===== src/shared/carb_defines.vh =====
`ifndef CARB_DEFINES_VH
`define CARB_DEFINES_VH

// status word bit positions (internal address 1)
`define CARB_STATUS_ADDR 1'h1
`define CARB_BIT_SENSOR 7
`define CARB_BIT_WAKE 6
`define CARB_BIT_DONE 5
`define CARB_BIT_FULL 4
`define CARB_BIT_NVFAIL 3
`define CARB_BIT_CMDFAIL 2
`define CARB_BIT_PENDING 1
`define CARB_BIT_BUSY 0

// enable bit positions inside configuration words
`define CARB_SENSOR_EN_LO 8
`define CARB_SENSOR_EN_HI 10
`define CARB_WAKE_EN_BIT 0
`define CARB_DMA_DONE_EN_BIT 2
`define CARB_DMA_LOOP_EN_BIT 3

// data answered to a denied memory read
`define CARB_DENY_DATA 16'hFFFF

// status word value after reset
`define CARB_STATUS_RST 8'h00

// grant encodings
`define CARB_GNT_NONE 2'h0
`define CARB_GNT_SPI 2'h1
`define CARB_GNT_RFID 2'h2
`define CARB_GNT_DMA 2'h3

`endif


===== src/rtl/carb_core.v =====
`timescale 1ns/1ps
`default_nettype none
`include "carb_defines.vh"

// What this block does
// - sensor flag enabled by bits 8-10 per sensor
// - sensor flag set on threshold/window crossing
// - sensor flag cleared on new reading request
// - wake flag enabled bit0, set at countdown end
// - wake flag cleared on new logging countdown
// - done flag enabled bit2, set on DMA end
// - done flag cleared by status word read
// - full flag enabled when DMA bits 2,3 set
// - full flag set on loop fill, cleared on stop
// - nv-write-fail always enabled, read clears
// - command-fail always enabled, read clears
// - pending flag high while request outstanding
// - pending cleared when last transaction completes
// - busy flag high during internal transfers
// - arbitrate memory among SPI, RFID, DMA
// - SPI or RFID start preempts DMA
// - SPI and RFID transactions never preempted
// - SPI or RFID transaction finishes before next grant
// - SPI highest priority, then RFID
// - status word bit layout at address one
// - global mask bit disables all interrupts
// - incomplete transaction denies memory read: SPI gets 0xFFFF, RFID gets rfid_deny
module carb_core #(
  parameter NSENS = 3
) (
  input wire clk,
  input wire rstn,
  // configuration bits
  input wire [3*NSENS-1:0] sensor_ctrl_en,
  input wire wut_cfg_en,
  input wire [1:0] dma_cfg_en,
  input wire irq_dis,
  // event strobes
  input wire sensor_limit_ev,
  input wire [NSENS-1:0] sensor_limit_src,
  input wire sensor_read_req,
  input wire wut_done_ev,
  input wire wut_restart_ev,
  input wire autolog_on,
  input wire dma_done_ev,
  input wire log_full_ev,
  input wire log_stop_ev,
  input wire nv_fail_ev,
  input wire cmd_fail_ev,
  input wire core_req_ev,
  input wire core_done_ev,
  // status word access
  input wire status_rd,
  output reg [7:0] status_word,
  // requesters
  input wire spi_req,
  input wire spi_end,
  input wire spi_mem_rd,
  input wire rfid_req,
  input wire rfid_end,
  input wire rfid_mem_rd,
  input wire dma_req,
  input wire dma_end,
  input wire [15:0] mem_rdata,
  output wire spi_gnt,
  output wire rfid_gnt,
  output wire dma_gnt,
  output wire dma_abort,
  output reg [15:0] spi_rdata,
  output reg spi_rdata_valid,
  output reg rfid_deny,
  output reg irq
);

  reg [1:0] owner;
  reg [1:0] next_owner;
  reg spi_open;
  reg rfid_open;
  wire f_sensor;
  wire f_wake;
  wire f_done;
  wire f_full;
  wire f_nv;
  wire f_cmd;
  reg f_pending;
  wire [7:0] flags;
  wire [7:0] enables;
  wire sensor_hit;
  wire wake_countdown_flag;
  wire wake_set;
  wire wake_clr;
  wire done_set;
  wire full_set;
  integer i;
  reg sens_any;

  // width of one sensor's enable field
  localparam SENS_W = `CARB_SENSOR_EN_HI - `CARB_SENSOR_EN_LO + 1;

  // a limit event counts only for a sensor whose enable field is set
  always @* begin
    sens_any = 1'b0;
    for (i = 0; i < NSENS; i = i + 1) begin
      if (sensor_limit_src[i] && (|sensor_ctrl_en[SENS_W*i +: SENS_W])) begin
        sens_any = 1'b1;
      end
    end
  end

  assign sensor_hit = sensor_limit_ev && sens_any;

  // event gating by the configuration level at the moment of the event
  assign wake_set = wut_done_ev && wut_cfg_en;
  assign wake_clr = wut_restart_ev && autolog_on;
  assign done_set = dma_done_ev && dma_cfg_en[0];
  assign full_set = log_full_ev && (&dma_cfg_en);

  carb_flag u_sensor (
    .clk(clk),
    .rstn(rstn),
    .set_ev(sensor_hit),
    .clr_ev(sensor_read_req),
    .flag(f_sensor)
  );

  carb_flag u_wake (
    .clk(clk),
    .rstn(rstn),
    .set_ev(wake_set),
    .clr_ev(wake_clr),
    .flag(f_wake)
  );
  assign wake_countdown_flag = f_wake;

  carb_flag u_done (
    .clk(clk),
    .rstn(rstn),
    .set_ev(done_set),
    .clr_ev(status_rd),
    .flag(f_done)
  );

  carb_flag u_full (
    .clk(clk),
    .rstn(rstn),
    .set_ev(full_set),
    .clr_ev(log_stop_ev),
    .flag(f_full)
  );

  carb_flag u_nv (
    .clk(clk),
    .rstn(rstn),
    .set_ev(nv_fail_ev),
    .clr_ev(status_rd),
    .flag(f_nv)
  );

  carb_flag u_cmd (
    .clk(clk),
    .rstn(rstn),
    .set_ev(cmd_fail_ev),
    .clr_ev(status_rd),
    .flag(f_cmd)
  );

  // pending: a new request outranks a coincident completion
  always @(posedge clk) begin
    if (!rstn) begin
      f_pending <= 1'b0;
    end else if (core_req_ev) begin
      f_pending <= 1'b1;
    end else if (core_done_ev) begin
      f_pending <= 1'b0;
    end
  end

  // arbiter: SPI or RFID owner stays until its own end strobe; DMA also yields to an SPI or RFID request
  always @* begin
    next_owner = owner;
    case (owner)
      `CARB_GNT_NONE: begin
        if (spi_req) begin
          next_owner = `CARB_GNT_SPI;
        end else if (rfid_req) begin
          next_owner = `CARB_GNT_RFID;
        end else if (dma_req) begin
          next_owner = `CARB_GNT_DMA;
        end
      end
      `CARB_GNT_SPI: begin
        if (spi_end) begin
          next_owner = `CARB_GNT_NONE;
        end
      end
      `CARB_GNT_RFID: begin
        if (rfid_end) begin
          next_owner = `CARB_GNT_NONE;
        end
      end
      `CARB_GNT_DMA: begin
        if (spi_req) begin
          next_owner = `CARB_GNT_SPI;
        end else if (rfid_req) begin
          next_owner = `CARB_GNT_RFID;
        end else if (dma_end) begin
          next_owner = `CARB_GNT_NONE;
        end
      end
      default: begin
        next_owner = `CARB_GNT_NONE;
      end
    endcase
  end

  always @(posedge clk) begin
    if (!rstn) begin
      owner <= `CARB_GNT_NONE;
    end else begin
      owner <= next_owner;
    end
  end

  assign spi_gnt = (owner == `CARB_GNT_SPI);
  assign rfid_gnt = (owner == `CARB_GNT_RFID);
  assign dma_gnt = (owner == `CARB_GNT_DMA);
  // one-cycle pulse telling the DMA unit its transfer was cut
  assign dma_abort = dma_gnt && (spi_req || rfid_req);

  // per-channel open transaction, used to refuse overlapping reads
  always @(posedge clk) begin
    if (!rstn) begin
      spi_open <= 1'b0;
      rfid_open <= 1'b0;
    end else begin
      if (spi_gnt && spi_end) begin
        spi_open <= 1'b0;
      end else if (spi_gnt) begin
        spi_open <= 1'b1;
      end
      if (rfid_gnt && rfid_end) begin
        rfid_open <= 1'b0;
      end else if (rfid_gnt) begin
        rfid_open <= 1'b1;
      end
    end
  end

  // status reads are never refused, only memory reads
  always @(posedge clk) begin
    if (!rstn) begin
      spi_rdata <= 16'h0000;
      spi_rdata_valid <= 1'b0;
      rfid_deny <= 1'b0;
    end else begin
      spi_rdata_valid <= spi_mem_rd;
      rfid_deny <= rfid_mem_rd && rfid_open;
      if (spi_mem_rd) begin
        if (spi_open || !spi_gnt) begin
          spi_rdata <= `CARB_DENY_DATA;
        end else begin
          spi_rdata <= mem_rdata;
        end
      end
    end
  end

  // status word layout
  assign flags[`CARB_BIT_SENSOR] = f_sensor;
  assign flags[`CARB_BIT_WAKE] = wake_countdown_flag;
  assign flags[`CARB_BIT_DONE] = f_done;
  assign flags[`CARB_BIT_FULL] = f_full;
  assign flags[`CARB_BIT_NVFAIL] = f_nv;
  assign flags[`CARB_BIT_CMDFAIL] = f_cmd;
  assign flags[`CARB_BIT_PENDING] = f_pending;
  assign flags[`CARB_BIT_BUSY] = dma_gnt;
  // per-event enables are applied at set time; these gate the line
  // again, so clearing the wake, done or full enable, or all sensor fields, drops that flag's share of irq
  assign enables[`CARB_BIT_SENSOR] = |sensor_ctrl_en;
  assign enables[`CARB_BIT_WAKE] = wut_cfg_en;
  assign enables[`CARB_BIT_DONE] = dma_cfg_en[0];
  assign enables[`CARB_BIT_FULL] = &dma_cfg_en;
  assign enables[`CARB_BIT_NVFAIL] = 1'b1;
  assign enables[`CARB_BIT_CMDFAIL] = 1'b1;
  assign enables[`CARB_BIT_PENDING] = 1'b1;
  assign enables[`CARB_BIT_BUSY] = 1'b1;

  always @(posedge clk) begin
    if (!rstn) begin
      status_word <= `CARB_STATUS_RST;
    end else begin
      status_word <= flags;
    end
  end

  // irq uses the live flags, so it rises together with the status word
  always @(posedge clk) begin
    if (!rstn) begin
      irq <= 1'b0;
    end else begin
      irq <= !irq_dis && (|(flags & enables));
    end
  end

endmodule // carb_core

`default_nettype wire


===== src/rtl/carb_flag.v =====
`timescale 1ns/1ps
`default_nettype none

// sticky flag: set wins over clear so a coincident event is kept
module carb_flag (
  input wire clk,
  input wire rstn,
  input wire set_ev,
  input wire clr_ev,
  output reg flag
);

  always @(posedge clk) begin
    if (!rstn) begin
      flag <= 1'b0;
    end else if (set_ev) begin
      flag <= 1'b1;
    end else if (clr_ev) begin
      flag <= 1'b0;
    end
  end

endmodule // carb_flag

`default_nettype wire


===== config.mk =====
export PLATFORM = sky130hd
export DESIGN_NAME = carb_core
export DESIGN_NICKNAME = d
export VERILOG_FILES = /design/src/rtl/carb_core.v /design/src/rtl/carb_flag.v
export VERILOG_INCLUDE_DIRS = /design/src /design/src/shared
export SDC_FILE = /design/constraint.sdc
export NUM_CORES = 1
export LEC_CHECK = 0
export BUFFER_PORTS_ARGS = -buffer_cell sky130_fd_sc_hd__clkbuf_2
export CORE_ASPECT_RATIO = 1.75
export CORE_UTILIZATION = 38
export DETAILED_ROUTE_END_ITERATION = 8
export PLACE_DENSITY_LB_ADDON = 0.08
export SYNTH_ARGS = -nofsm -noshare
export SYNTH_HDL_FRONTEND = slang
export SYNTH_SLANG_ARGS = --single-unit

===== constraint.sdc =====
create_clock -name clk -period 1.3 [get_ports clk]
set_input_delay 0.065 -clock clk [delete_from_list [all_inputs] [get_ports clk]]
set_output_delay 0.065 -clock clk [all_outputs]
set_load 0.1 [all_outputs]

==> results by group, run 1 <==
Critical path
  • Startpoint class of the critical path: flip-flop
  • Crit. Startpoint: owner[0]
  • Worst Reg2Reg Path Length in Cells: 4
  • Worst path arrival time: roughly 1.5 ns
  • WP data required: between 1.5 and 2 ns
  • Setup Crit Path Kind: reg2reg
  • FF-to-FF setup slack: ~0.051 ns
  • Crit Path Max Fanout: 5
  • Cells along the critical path: or3_1, o21ai_1, a221o_2, mux2i_1
  • Crit end category: flip-flop
  • Crit path max-delay family: flip-flops
  • Setup crit end: owner[1]
  • Crit path depth: 4
  • Reg-to-reg endpoint: owner[1]
  • CP max stage delay: between 0.3 and 0.4 ns
  • Slowest CP cell: dfxtp_4
  • R2r startpoint: owner[0]
  • CP bufs+invs: 0

Pwr
  • Clock network power share: 33.0%
  • Flop pwr share: between 30% and 40%
  • Pint: between 0.002 and 0.0025 W
  • Sw Ratio: 34.4%
  • Combinational share of power: between 30% and 40%
  • Switching power of the nets: 0.00128 W
  • Leakage: about 1.1 nW
  • Peak VDD IR: 1040 uV
  • PD cells: 1700 nW/um2

Synthesis
  • Synth area leader: dfxtp_1
  • Asr flop ratio synth: 0%
  • Post-synth EDFFs: 0
  • Syn_nets: 185
  • Synth warn: 0
  • FF+latch count, synth: 38
  • Synth top area share: a little over half
  • Cell Area, Synth: roughly 1400 um2
  • Post-Syn Instances: 130
  • Area contributors post-synth: dfxtp_1 (54%), o221a_2 (13%), nor2b_1 (3.5%)
  • Sequential fraction of the synthesis area: ~54%
  • Syn Area/Cell: roughly 11 um2
  • Post-synth top cells: dfxtp_1 (38), o221a_2 (16), nand2_1 (8), nor2b_1 (8), and2_1 (7)
  • Predominant post-synthesis flop cell: dfxtp_1
  • Top-count cell post-synth: dfxtp_1
  • Unique masters post-synth: 31

Clock tree
  • CTS H-tree depth: 2
  • TritonCTS clock tree: built
  • Clk sinks: 38
  • Clock slew at reported path FFs: around 0.07 ns
  • Root Buffer: clkbuf_8
  • Total CTS buffers: 5
  • Worst skew pair latency: approximately 0.28 ns
  • Max Buffers Root-to-Sink: 2

Floorplan
  • FP Rows: 28
  • Initial Utilization: around two fifths
  • Core footprint: around 3500 um2
  • # IOs: 86
  • DIE AREA: 3970 um2
  • Die X: ~48 um
  • Chip height: 82.6 um

Global routing
  • Largest net degree at the start of global routing: between 40 and 50
  • Initial antenna violation count: 0
  • Vias in the first global route: 1275
  • Grt total ovfl: 0
  • Total track usage: between 10% and 20%
  • First-pass GRT wire length: roughly 5000 um

Place
  • Hpwl dp: 2510 um
  • Port Buf Inserts: 85
  • GP Congestion: about 0.75
  • Dpl ws: around 0.0039 ns

Timing
  • F_max: about 800 MHz
  • Slew margin rel.: between 60% and 70%
  • Setup TNS Final: 0 ns
  • RSZ-0062 raised after global routing: yes
  • Clock skew: roughly 0.0028 ns
  • Worst slew pin tran: about 0.55 ns
  • Fin worst setup slack: 0.0509 ns
  • Min cycle time layout: about 1.2 ns
  • Tcrit/Tclk final: about 96%
  • Final setup viols: 0
  • Final Hold Fails: 0
  • Slew Viols, Final: 0

Detailed routing
  • Met3 routed WL: 225 um
  • DR WL met2: between 1500 and 2000 um
  • M1 wire length: approximately 1300 um
  • Final WL: 3380 um
  • Drc violations: 0
  • Top Metal Used: met4
  • Routed length per placed instance: between 10 and 15 um
  • Final ANT Viol Nets: 0
  • Vias: about 1300
  • Drt via density: approximately 5
  • Pre-antenna DRT Iters: 4
  • Initial DRC count: 32

Run status
  • Status: finished, final reports clean

Worst hold path
  • Worst Hold Class: in2reg

Cells and area
  • Layout cells sized above 1: 56.3%
  • Top Registers: spi_rdata: 16 flops, status_word: 8 flops, owner: 2 flops
  • Largest register FFs: 16
  • Area delta synth->final: 55.5%
  • Nets: between 200 and 300
  • N_diodes: 0
  • Top reg by flops: spi_rdata

Run
  • Maximum Capacitance Violations: 0
## metal layers
layer  up-vias  track usage [%]
met5         -                0
met4         0             6.39
met3         4             5.00
met2        69             32.3
met1       611             17.4
li1        661                -
## tightest hold or removal path: cells and delay by family
kind / cells / cell delay (ns)
AOI/OAI and AO/OA: 1 / 0.06
and+or+nand+nor: 1 / 0.05
buffers and inverters: 1 / 0.08
## layout by cell type, fill, tap and decap left out, drive strengths merged, types with 3 or more instances in the layout
master,Yosys,routed
clkbuf,6,87
dfxtp,38,38
o221a,16,16
nand2,8,8
nor2b,8,8
buf,2,8
and2,7,7
nand3,5,5
inv,5,4
o21a,4,4
nor3,4,4
dlygate4sd3,0,4
nand2b,3,3
nor2,3,3
nand3b,2,3
## stage by stage
step / total power, W / hold slack, ns / std cells / util (%) / instance area (um2)
finish: 0.00373 / 0.00780 / 269 / 63.2 / 2190
global route: 0.00387 / 0.00872 / 269 / 63.2 / 2190
CTS: 0.00372 / 0.000671 / 268 / 62.2 / 2160
detailed placement: 0.00248 / 0.231 / 256 / 56.9 / 1970
global placement: 0.00246 / 0.229 / 256 / 56.9 / 1970
floorplan: 0.00220 / 0.141 / 130 / - / 1430
## cells by family after synthesis
| family | synth area share [%] |
|---|---|
| AND/OR/NAND/NOR | 18.0 |
| flip-flops | 53.9 |
| AO/OA/AOI/OAI | 22.1 |
| buffers and inverters | 4.53 |
| multiplexers | 1.42 |
## what timing repair did
item / 4_1_cts / 5_1_grt
hold buffers: 4 / 0
cloned: 0 / 1
pin swaps: 1 / 2
buffers inserted: 0 / 0
endpoints found under the hold margin: 4 / 0
gates resized for setup: 0 / 8
endpoints found under the setup margin: 8 / 22
## cell type report
cell class                      instances  area (um2)
Fill cell                             318        1270
Sequential cell                        38         768
Multi-Input combinational cell         80         632
Timing Repair Buffer                   93         572
Clock buffer                            6        82.6
Clock inverter                          2        60.1
Tap cell                               45        56.3
Inverter                                5        22.5
## worst min path at each step
| stage | startpoint | to | slack, ns | cells past startpoint |
|---|---|---|---|---|
| after CTS | sensor_limit_ev | u_sensor.flag | 0.0007 | 3 |
| after floorplan | irq_dis | irq | 0.14 | 1 |
| after global routing | core_req_ev | f_pending | 0.009 | 2 |
| final | sensor_limit_ev | u_sensor.flag | 0.008 | 3 |
| after global placement | irq_dis | irq | 0.23 | 2 |
| after detailed placement | irq_dis | irq | 0.23 | 2 |
## power groups by stage
stage	combinational (W)	sequential, W	clock [W]
floorplan	0.000395	0.00180	0
global placement	0.00111	0.00135	0
detailed placement	0.00113	0.00136	0
CTS	0.00114	0.00133	0.00125
global route	0.00122	0.00135	0.00130
finish	0.00116	0.00134	0.00123
Note: power is estimated with default switching activity, not from simulation.
==> run 2: changes to the inputs <==
--- a/config.mk
+++ b/config.mk
@@ -10,7 +10,7 @@
 export CORE_ASPECT_RATIO = 1.75
 export CORE_UTILIZATION = 38
 export DETAILED_ROUTE_END_ITERATION = 8
-export PLACE_DENSITY_LB_ADDON = 0.08
+export PLACE_DENSITY = 0.73
 export SYNTH_ARGS = -nofsm -noshare
 export SYNTH_HDL_FRONTEND = slang
 export SYNTH_SLANG_ARGS = --single-unit
==> run 2 against run 1 <==
Against the previous run:
- combinational power about the same
- count of clock-buffer cells in the layout unchanged
- power decreased by 0.62%
- maximum frequency decreased by 0.75%
- final cell count increased by 1.1%
- sequential cell count unchanged
- non-clock buffer count increased by 4
- utilization increased by 0.43 points
- wire length decreased by 2.6%
- worst setup slack got worse by 0.0094 ns
- sequential power about the same
- clock skew increased by 0.0032 ns
- critical endpoint is now owner[0]
- largest power group unchanged
==> results by group, run 2 (synthesis results as in run 1) <==
Run status
  • Status: finished, final reports clean (unchanged)

Cells and area
  • Area delta synth->final: 56.6% (was 55.5%)
  • N_diodes: 0 (unchanged)
  • Largest register FFs: 16 (unchanged)
  • # fillers: 301 (was 318)
  • Most common cell after layout, fill and taps aside: clkbuf_2 (unchanged)
  • Nets: 281 (was 278)
  • Layout cells sized above 1: 55.5% (was 56.3%)
  • Top reg by flops: spi_rdata (unchanged)
  • Top Registers: spi_rdata: 16 flops, status_word: 8 flops, owner: 2 flops (unchanged)
  • Most frequent cells in the layout: clkbuf_2 (81), dfxtp_1 (36), o221a_2 (16) (unchanged)

Floorplan
  • DIE AREA: 3970 um2 (unchanged)
  • Die X: 48.1 um (unchanged)
  • Core footprint: 3470 um2 (unchanged)
  • FP Rows: 28 (unchanged)
  • Chip height: 82.6 um (unchanged)
  • # IOs: 86 (unchanged)
  • Initial Utilization: 40.7% (unchanged)

Timing
  • Slew margin rel.: 63.1% (was 63.8%)
  • Setup TNS Final: 0 ns (unchanged)
  • Tcrit/Tclk final: 96.8% (was 96.1%)
  • Fin worst setup slack: 0.0415 ns (was 0.0509 ns)
  • Min cycle time layout: 1.26 ns (was 1.25 ns)
  • Slew Viols, Final: 0 (unchanged)
  • Final Hold Fails: 0 (unchanged)
  • F_max: 795 MHz (was 801 MHz)
  • Final setup viols: 0 (unchanged)
  • Clock skew: 0.00601 ns (was 0.00283 ns)
  • RSZ-0062 raised after global routing: no (was yes)
  • Worst slew pin tran: 0.557 ns (was 0.545 ns)

Global routing
  • GR Util met2: 29.5% (was 32.3%)
  • Largest net degree at the start of global routing: 41 (unchanged)
  • Vias in the first global route: 1147 (was 1275)
  • Total track usage: 16.9% (was 17.5%)
  • GR Util met1: 16.7% (was 17.4%)
  • First-pass GRT wire length: 4720 um (was 5040 um)
  • Initial antenna violation count: 0 (unchanged)
  • Met3 global-route usage: 4.57% (was 5.00%)
  • Most used routing layer: met2 (unchanged)
  • Grt total ovfl: 0 (unchanged)

Detailed routing
  • Drt via density: 4.88 (was 5.00)
  • Vias: 1327 (was 1345)
  • Final WL: 3290 um (was 3380 um)
  • Final ANT Viol Nets: 0 (unchanged)
  • Routed length per placed instance: 12.1 um (was 12.6 um)
  • Pre-antenna DRT Iters: 4 (unchanged)
  • Initial DRC count: 30 (was 32)
  • Drc violations: 0 (unchanged)

Critical path
  • Startpoint class of the critical path: flip-flop (unchanged)
  • Setup crit end: owner[0] (was owner[1])
  • Cells along the critical path: or3_1, o21ai_0, a221o_2, mux2i_1 (was or3_1, o21ai_1, a221o_2, mux2i_1)
  • Crit. Startpoint: owner[1] (was owner[0])
  • FF-to-FF setup slack: 0.04 ns (was 0.05 ns)
  • Setup Crit Path Kind: reg2reg (unchanged)
  • Slowest CP cell: dfxtp_4 (unchanged)
  • WP data required: 1.51 ns (about the same)
  • Crit end category: flip-flop (unchanged)
  • CP max stage delay: 0.38 ns (was 0.37 ns)
  • Reg-to-reg endpoint: owner[0] (was owner[1])
  • Worst path arrival time: 1.47 ns (was 1.46 ns)
  • Worst Reg2Reg Path Length in Cells: 4 (unchanged)
  • R2r startpoint: owner[1] (was owner[0])
  • Crit Path Max Fanout: 8 (was 5)

Pwr
  • Leakage: 1.08 nW (about the same)
  • PD cells: 1680 nW/um2 (was 1700 nW/um2)
  • Peak VDD IR: 1280 uV (was 1040 uV)

Clock tree
  • Clock slew at reported path FFs: 0.07 ns (about the same)
  • Root Buffer: clkbuf_8 (unchanged)
  • Max Buffers Root-to-Sink: 2 (unchanged)
  • Total CTS buffers: 5 (unchanged)
  • CTS H-tree depth: 2 (unchanged)
  • Worst skew pair latency: 0.28 ns (about the same)
  • TritonCTS clock tree: built (unchanged)
  • Clk sinks: 38 (unchanged)

Place
  • Port Buf Inserts: 85 (unchanged)
  • Hpwl dp: 2550 um (was 2510 um)
  • GP Congestion: 0.760 (was 0.746)
  • Dpl ws: 0.0253 ns (was 0.00385 ns)

Run
  • Maximum Capacitance Violations: 0 (unchanged)

Worst hold path
  • Worst Hold Class: in2reg (unchanged)
[run 2: changes by cell type in the layout (fill, tap and decap cells not counted), sizes merged]
cell | previous run | this run
buf | 8 | 10
dlygate4sd3 | 4 | 6
nand3b | 3 | 2
[run 2: timing repair]
action	CTS	global route
pin swaps	0	1
endpoints found under the setup margin	2	2
buffers inserted	0	0
gates resized for setup	3	2
endpoints found under the hold margin	5	0
hold buffers	6	0
[run 2: through the flow]
stage	instances	instance area (um2)	hold WS [ns]	total power [W]	utilization, %
2_1_floorplan	130	1430	0.141	0.00220	-
3_3_place_gp	258	1990	0.229	0.00248	57.3
3_5_place_dp	258	1990	0.235	0.00249	57.3
4_1_cts	272	2200	0.0215	0.00372	63.5
5_1_grt	272	2210	0.0200	0.00384	63.7
6_report	272	2210	0.0234	0.00371	63.7
[run 2: layout make-up]
class	instances	area [um2]	share of cell area [%]
clock buffers	6	82.6	3.74
multi-input cells	79	618	28.0
inverters	5	22.5	1.02
well taps	45	56.3	2.55
flip-flops and latches	38	766	34.7
repair buffers	97	603	27.3
clock inverters	2	60.1	2.72
[run 2: layer usage]
layer | share of wire, % | wire (um)
met1 | 38 | 1260
met3 | 6.4 | 211
met5 | 0 | 0
met4 | 2.7 | 89
met2 | 53 | 1740
[run 2: critical path, delay by kind of cell, from the launching register on]
kind | cells | cell delay (ns)
AOI/OAI and AO/OA | 2 | 0.28
DFF | 1 | 0.38
muxes | 1 | 0.17
and+or+nand+nor | 1 | 0.36
[run 2: worst min-delay path by stage]
stage                      endpoint        start  depth (start not counted)
after floorplan                 irq      irq_dis                          1
after global placement          irq      irq_dis                          2
after detailed placement        irq      irq_dis                          2
after CTS                 rfid_deny  rfid_mem_rd                          2
after global routing      rfid_deny  rfid_mem_rd                          2
final                     rfid_deny  rfid_mem_rd                          2
[run 2: report_power, final]
group	internal, W	total (W)	switching (W)
combinational	0.000366	0.00116	0.000789
sequential	0.00127	0.00133	0.0000667
clock	0.000818	0.00122	0.000398
total	0.00245	0.00371	0.00125
==> run 3: changes to the inputs <==
--- a/config.mk
+++ b/config.mk
@@ -6,11 +6,12 @@
 export SDC_FILE = /design/constraint.sdc
 export NUM_CORES = 1
 export LEC_CHECK = 0
+export ABC_AREA = 1
 export BUFFER_PORTS_ARGS = -buffer_cell sky130_fd_sc_hd__clkbuf_2
 export CORE_ASPECT_RATIO = 1.75
-export CORE_UTILIZATION = 38
+export CORE_UTILIZATION = 39
 export DETAILED_ROUTE_END_ITERATION = 8
-export PLACE_DENSITY = 0.73
+export PLACE_DENSITY = 0.72
 export SYNTH_ARGS = -nofsm -noshare
 export SYNTH_HDL_FRONTEND = slang
 export SYNTH_SLANG_ARGS = --single-unit
==> run 3 against run 2 <==
Against the previous run:
- power down 2.5%
- utilization down 5.8 points
- critical path depth decreased by 1
- sequential share of layout area down 0.30 points
- final cell count up 25%
- die area increased by 7.5%
- via count rose by 17%
- clock power shrank 40%
- first-iteration DRC count is 70% lower
- critical path type is now reg2out
==> results by group, run 3 <==
Cells and area
  • Top reg by flops: spi_rdata (unchanged)
  • Final Util: 57.9% (was 63.7%)
  • Most frequent cells in the layout: clkbuf_2 (81), inv_1 (37), nand2_1 (34) (was clkbuf_2 (81), dfxtp_1 (36), o221a_2 (16))
  • Most common cell after layout, fill and taps aside: clkbuf_2 (unchanged)
  • Nets: 347 (was 281)
  • Layout cells sized above 1: 39.4% (was 55.5%)
  • N_diodes: 0 (unchanged)
  • Fin area: 2240 um2 (was 2210 um2)
  • Largest register FFs: 16 (unchanged)
  • Top Registers: spi_rdata: 16 flops, status_word: 8 flops, owner: 2 flops (unchanged)
  • Area delta synth->final: 43.6% (was 56.6%)

Synthesis
  • Unique masters post-synth: 23 (was 31)
  • Post-synth EDFFs: 0 (unchanged)
  • Synth top area share: 48.8% (was 53.9%)
  • Synth area leader: dfxtp_1 (unchanged)
  • Area contributors post-synth: dfxtp_1 (49%), inv_1 (8.9%), nand2_1 (8.4%) (was dfxtp_1 (54%), o221a_2 (13%), nor2b_1 (3.5%))
  • Synth warn: 0 (unchanged)
  • Asr flop ratio synth: 0% (unchanged)
  • Sequential fraction of the synthesis area: 48.8% (was 53.9%)
  • Predominant post-synthesis flop cell: dfxtp_1 (unchanged)
  • Post-Syn Instances: 200 (was 130)
  • Top-count cell post-synth: dfxtp_1 (unchanged)
  • Syn_nets: 255 (was 185)
  • Post-synth top cells: dfxtp_1 (38), inv_1 (37), nand2_1 (35), o21ai_0 (22) (was dfxtp_1 (38), o221a_2 (16), nand2_1 (8), nor2b_1 (8), and2_1 (7))
  • Cell Area, Synth: 1560 um2 (was 1410 um2)
  • FF+latch count, synth: 38 (unchanged)
  • Syn Area/Cell: 7.79 um2 (was 10.8 um2)

Pwr
  • Peak VDD IR: 979 uV (was 1280 uV)
  • Pint: 0.00208 W (was 0.00245 W)
  • Tot Pwr: 0.00361 W (was 0.00371 W)
  • PD cells: 1610 nW/um2 (was 1680 nW/um2)
  • Clock network power share: 20.4% (was 32.8%)
  • Switching power of the nets: 0.00153 W (was 0.00125 W)
  • Flop pwr share: 38.5% (was 36.0%)
  • Leakage: 1.23 nW (was 1.08 nW)
  • Sw Ratio: 42.4% (was 33.8%)
  • Combinational share of power: 41.2% (was 31.2%)

Worst hold path
  • Worst Hold Class: in2reg (unchanged)
  • Hold depth: 2 (unchanged)

Floorplan
  • Core footprint: 3870 um2 (was 3470 um2)
  • Initial Utilization: 40.3% (was 40.7%)
  • DIE AREA: 4260 um2 (was 3970 um2)
  • Die X: 49.8 um (was 48.1 um)
  • # IOs: 86 (unchanged)
  • Chip height: 85.6 um (was 82.6 um)
  • FP Rows: 30 (was 28)

Critical path
  • Cells along the critical path: nand2_2, nor2_4, buf_12 (was or3_1, o21ai_0, a221o_2, mux2i_1)
  • Crit end category: output pin (was flip-flop)
  • Worst Reg2Reg Path Length in Cells: 4 (unchanged)
  • Slowest CP cell: dfxtp_4 (unchanged)
  • Crit Path Max Fanout: 8 (unchanged)
  • WP data required: 1.24 ns (was 1.51 ns)
  • Startpoint class of the critical path: flip-flop (unchanged)
  • CP max stage delay: 0.43 ns (was 0.38 ns)
  • Worst path arrival time: 1.15 ns (was 1.47 ns)
  • Setup Crit Path Kind: reg2out (was reg2reg)

Place
  • Placed Instance Area: 2090 um2 (was 1990 um2)
  • Hpwl dp: 2620 um (was 2550 um)
  • Port Buf Inserts: 85 (unchanged)
  • Dpl ws: 0.0137 ns (was 0.0253 ns)
  • GP Congestion: 0.726 (was 0.760)

Run status
  • Status: finished, final reports clean (unchanged)

Timing
  • Tcrit/Tclk final: 93.3% (was 96.8%)
  • Clock skew: 0.00361 ns (was 0.00601 ns)
  • Worst slew pin tran: 0.550 ns (was 0.557 ns)
  • Final setup viols: 0 (unchanged)
  • Fin worst setup slack: 0.0876 ns (was 0.0415 ns)
  • Slew Viols, Final: 0 (unchanged)
  • Fin Hold WS: 0.0103 ns (was 0.0234 ns)
  • Min cycle time layout: 1.21 ns (was 1.26 ns)
  • Final Hold Fails: 0 (unchanged)
  • F_max: 825 MHz (was 795 MHz)
  • RSZ-0062 raised after global routing: no (unchanged)
  • Slew margin rel.: 63.5% (was 63.1%)

Detailed routing
  • Drt via density: 4.57 (was 4.88)
  • Final ANT Viol Nets: 0 (unchanged)
  • Initial DRC count: 9 (was 30)
  • Routed length per placed instance: 9.84 um (was 12.1 um)
  • Final WL: 3350 um (was 3290 um)
  • Pre-antenna DRT Iters: 4 (unchanged)
  • Drc violations: 0 (unchanged)
  • Vias: 1553 (was 1327)

Global routing
  • Largest net degree at the start of global routing: 34 (was 41)
  • Initial antenna violation count: 0 (unchanged)
  • Total track usage: 17.0% (was 16.9%)
  • Vias in the first global route: 1421 (was 1147)
  • Grt total ovfl: 0 (unchanged)
  • First-pass GRT wire length: 5660 um (was 4720 um)

Clock tree
  • Root Buffer: clkbuf_8 (unchanged)
  • CTS H-tree depth: 2 (unchanged)
  • Clk sinks: 38 (unchanged)
  • TritonCTS clock tree: built (unchanged)
  • Max Buffers Root-to-Sink: 2 (unchanged)
  • Total CTS buffers: 5 (unchanged)
  • Worst skew pair latency: 0.28 ns (about the same)
  • Post CTS Setup Buffer Count: 0 (unchanged)
  • Clock slew at reported path FFs: 0.06 ns (was 0.07 ns)

Run
  • Maximum Capacitance Violations: 0 (unchanged)
## run 3: area by class of cell
| type | instances | area, um2 |
|---|---|---|
| repair buffers | 95 | 588 |
| multi-input cells | 113 | 593 |
| fillers | 373 | 1630 |
| flip-flops and latches | 38 | 769 |
| clock buffers | 7 | 76.3 |
| well taps | 48 | 60.1 |
| inverters | 39 | 151 |
## run 3: kinds of logic after synthesis
| family | Yosys count | share of synthesized area [%] |
|---|---|---|
| buffers and inverters | 49 | 14.3 |
| DFF | 38 | 48.8 |
| and+or+nand+nor | 67 | 19.7 |
| AOI/OAI and AO/OA | 46 | 17.3 |
## run 3: through the flow
stage                     setup TNS [ns]  instances
final                                  0        340
after floorplan                -0.000251        200
after global routing                   0        340
after detailed placement               0        327
after CTS                              0        340
after global placement                 0        327
## run 3: power groups by stage
stage,registers [W],clock network (W),logic [W]
after floorplan,0.00184,0,0.000692
after global placement,0.00140,0,0.00146
after detailed placement,0.00140,0,0.00148
after CTS,0.00139,0.000768,0.00150
after global routing,0.00141,0.000810,0.00158
final,0.00139,0.000736,0.00149
## run 3: per-layer routing
metal | vias up | track usage (%) | part of all wire (%)
met4 | 0 | 7.53 | 1.6
met3 | 6 | 5.32 | 6.4
li1 | 817 | - | -
met2 | 58 | 30.6 | 53
met1 | 672 | 17.5 | 39
met5 | - | 0 | 0
## run 3: final timing paths
check | to | slack, ns | start
min | u_done.flag | 0.01 | status_rd
max reg2reg | spi_rdata[7] | 0.15 | owner[1]
max | dma_abort | 0.09 | owner[1]
min reg2reg | rfid_deny | 0.43 | rfid_open
## run 3: repair_timing
| item | in CTS | in global routing |
|---|---|---|
| endpoints found under the setup margin | 4 | 0 |
| hold buffers | 6 | 0 |
| endpoints found under the hold margin | 5 | 0 |
| resized for setup | 4 | 0 |
## run 3: critical path: cells and delay by family (launching register included)
family,cells,cell delay [ns]
flip-flops,1,0.43
buffers and inverters,1,0.18
AND/OR/NAND/NOR,2,0.25
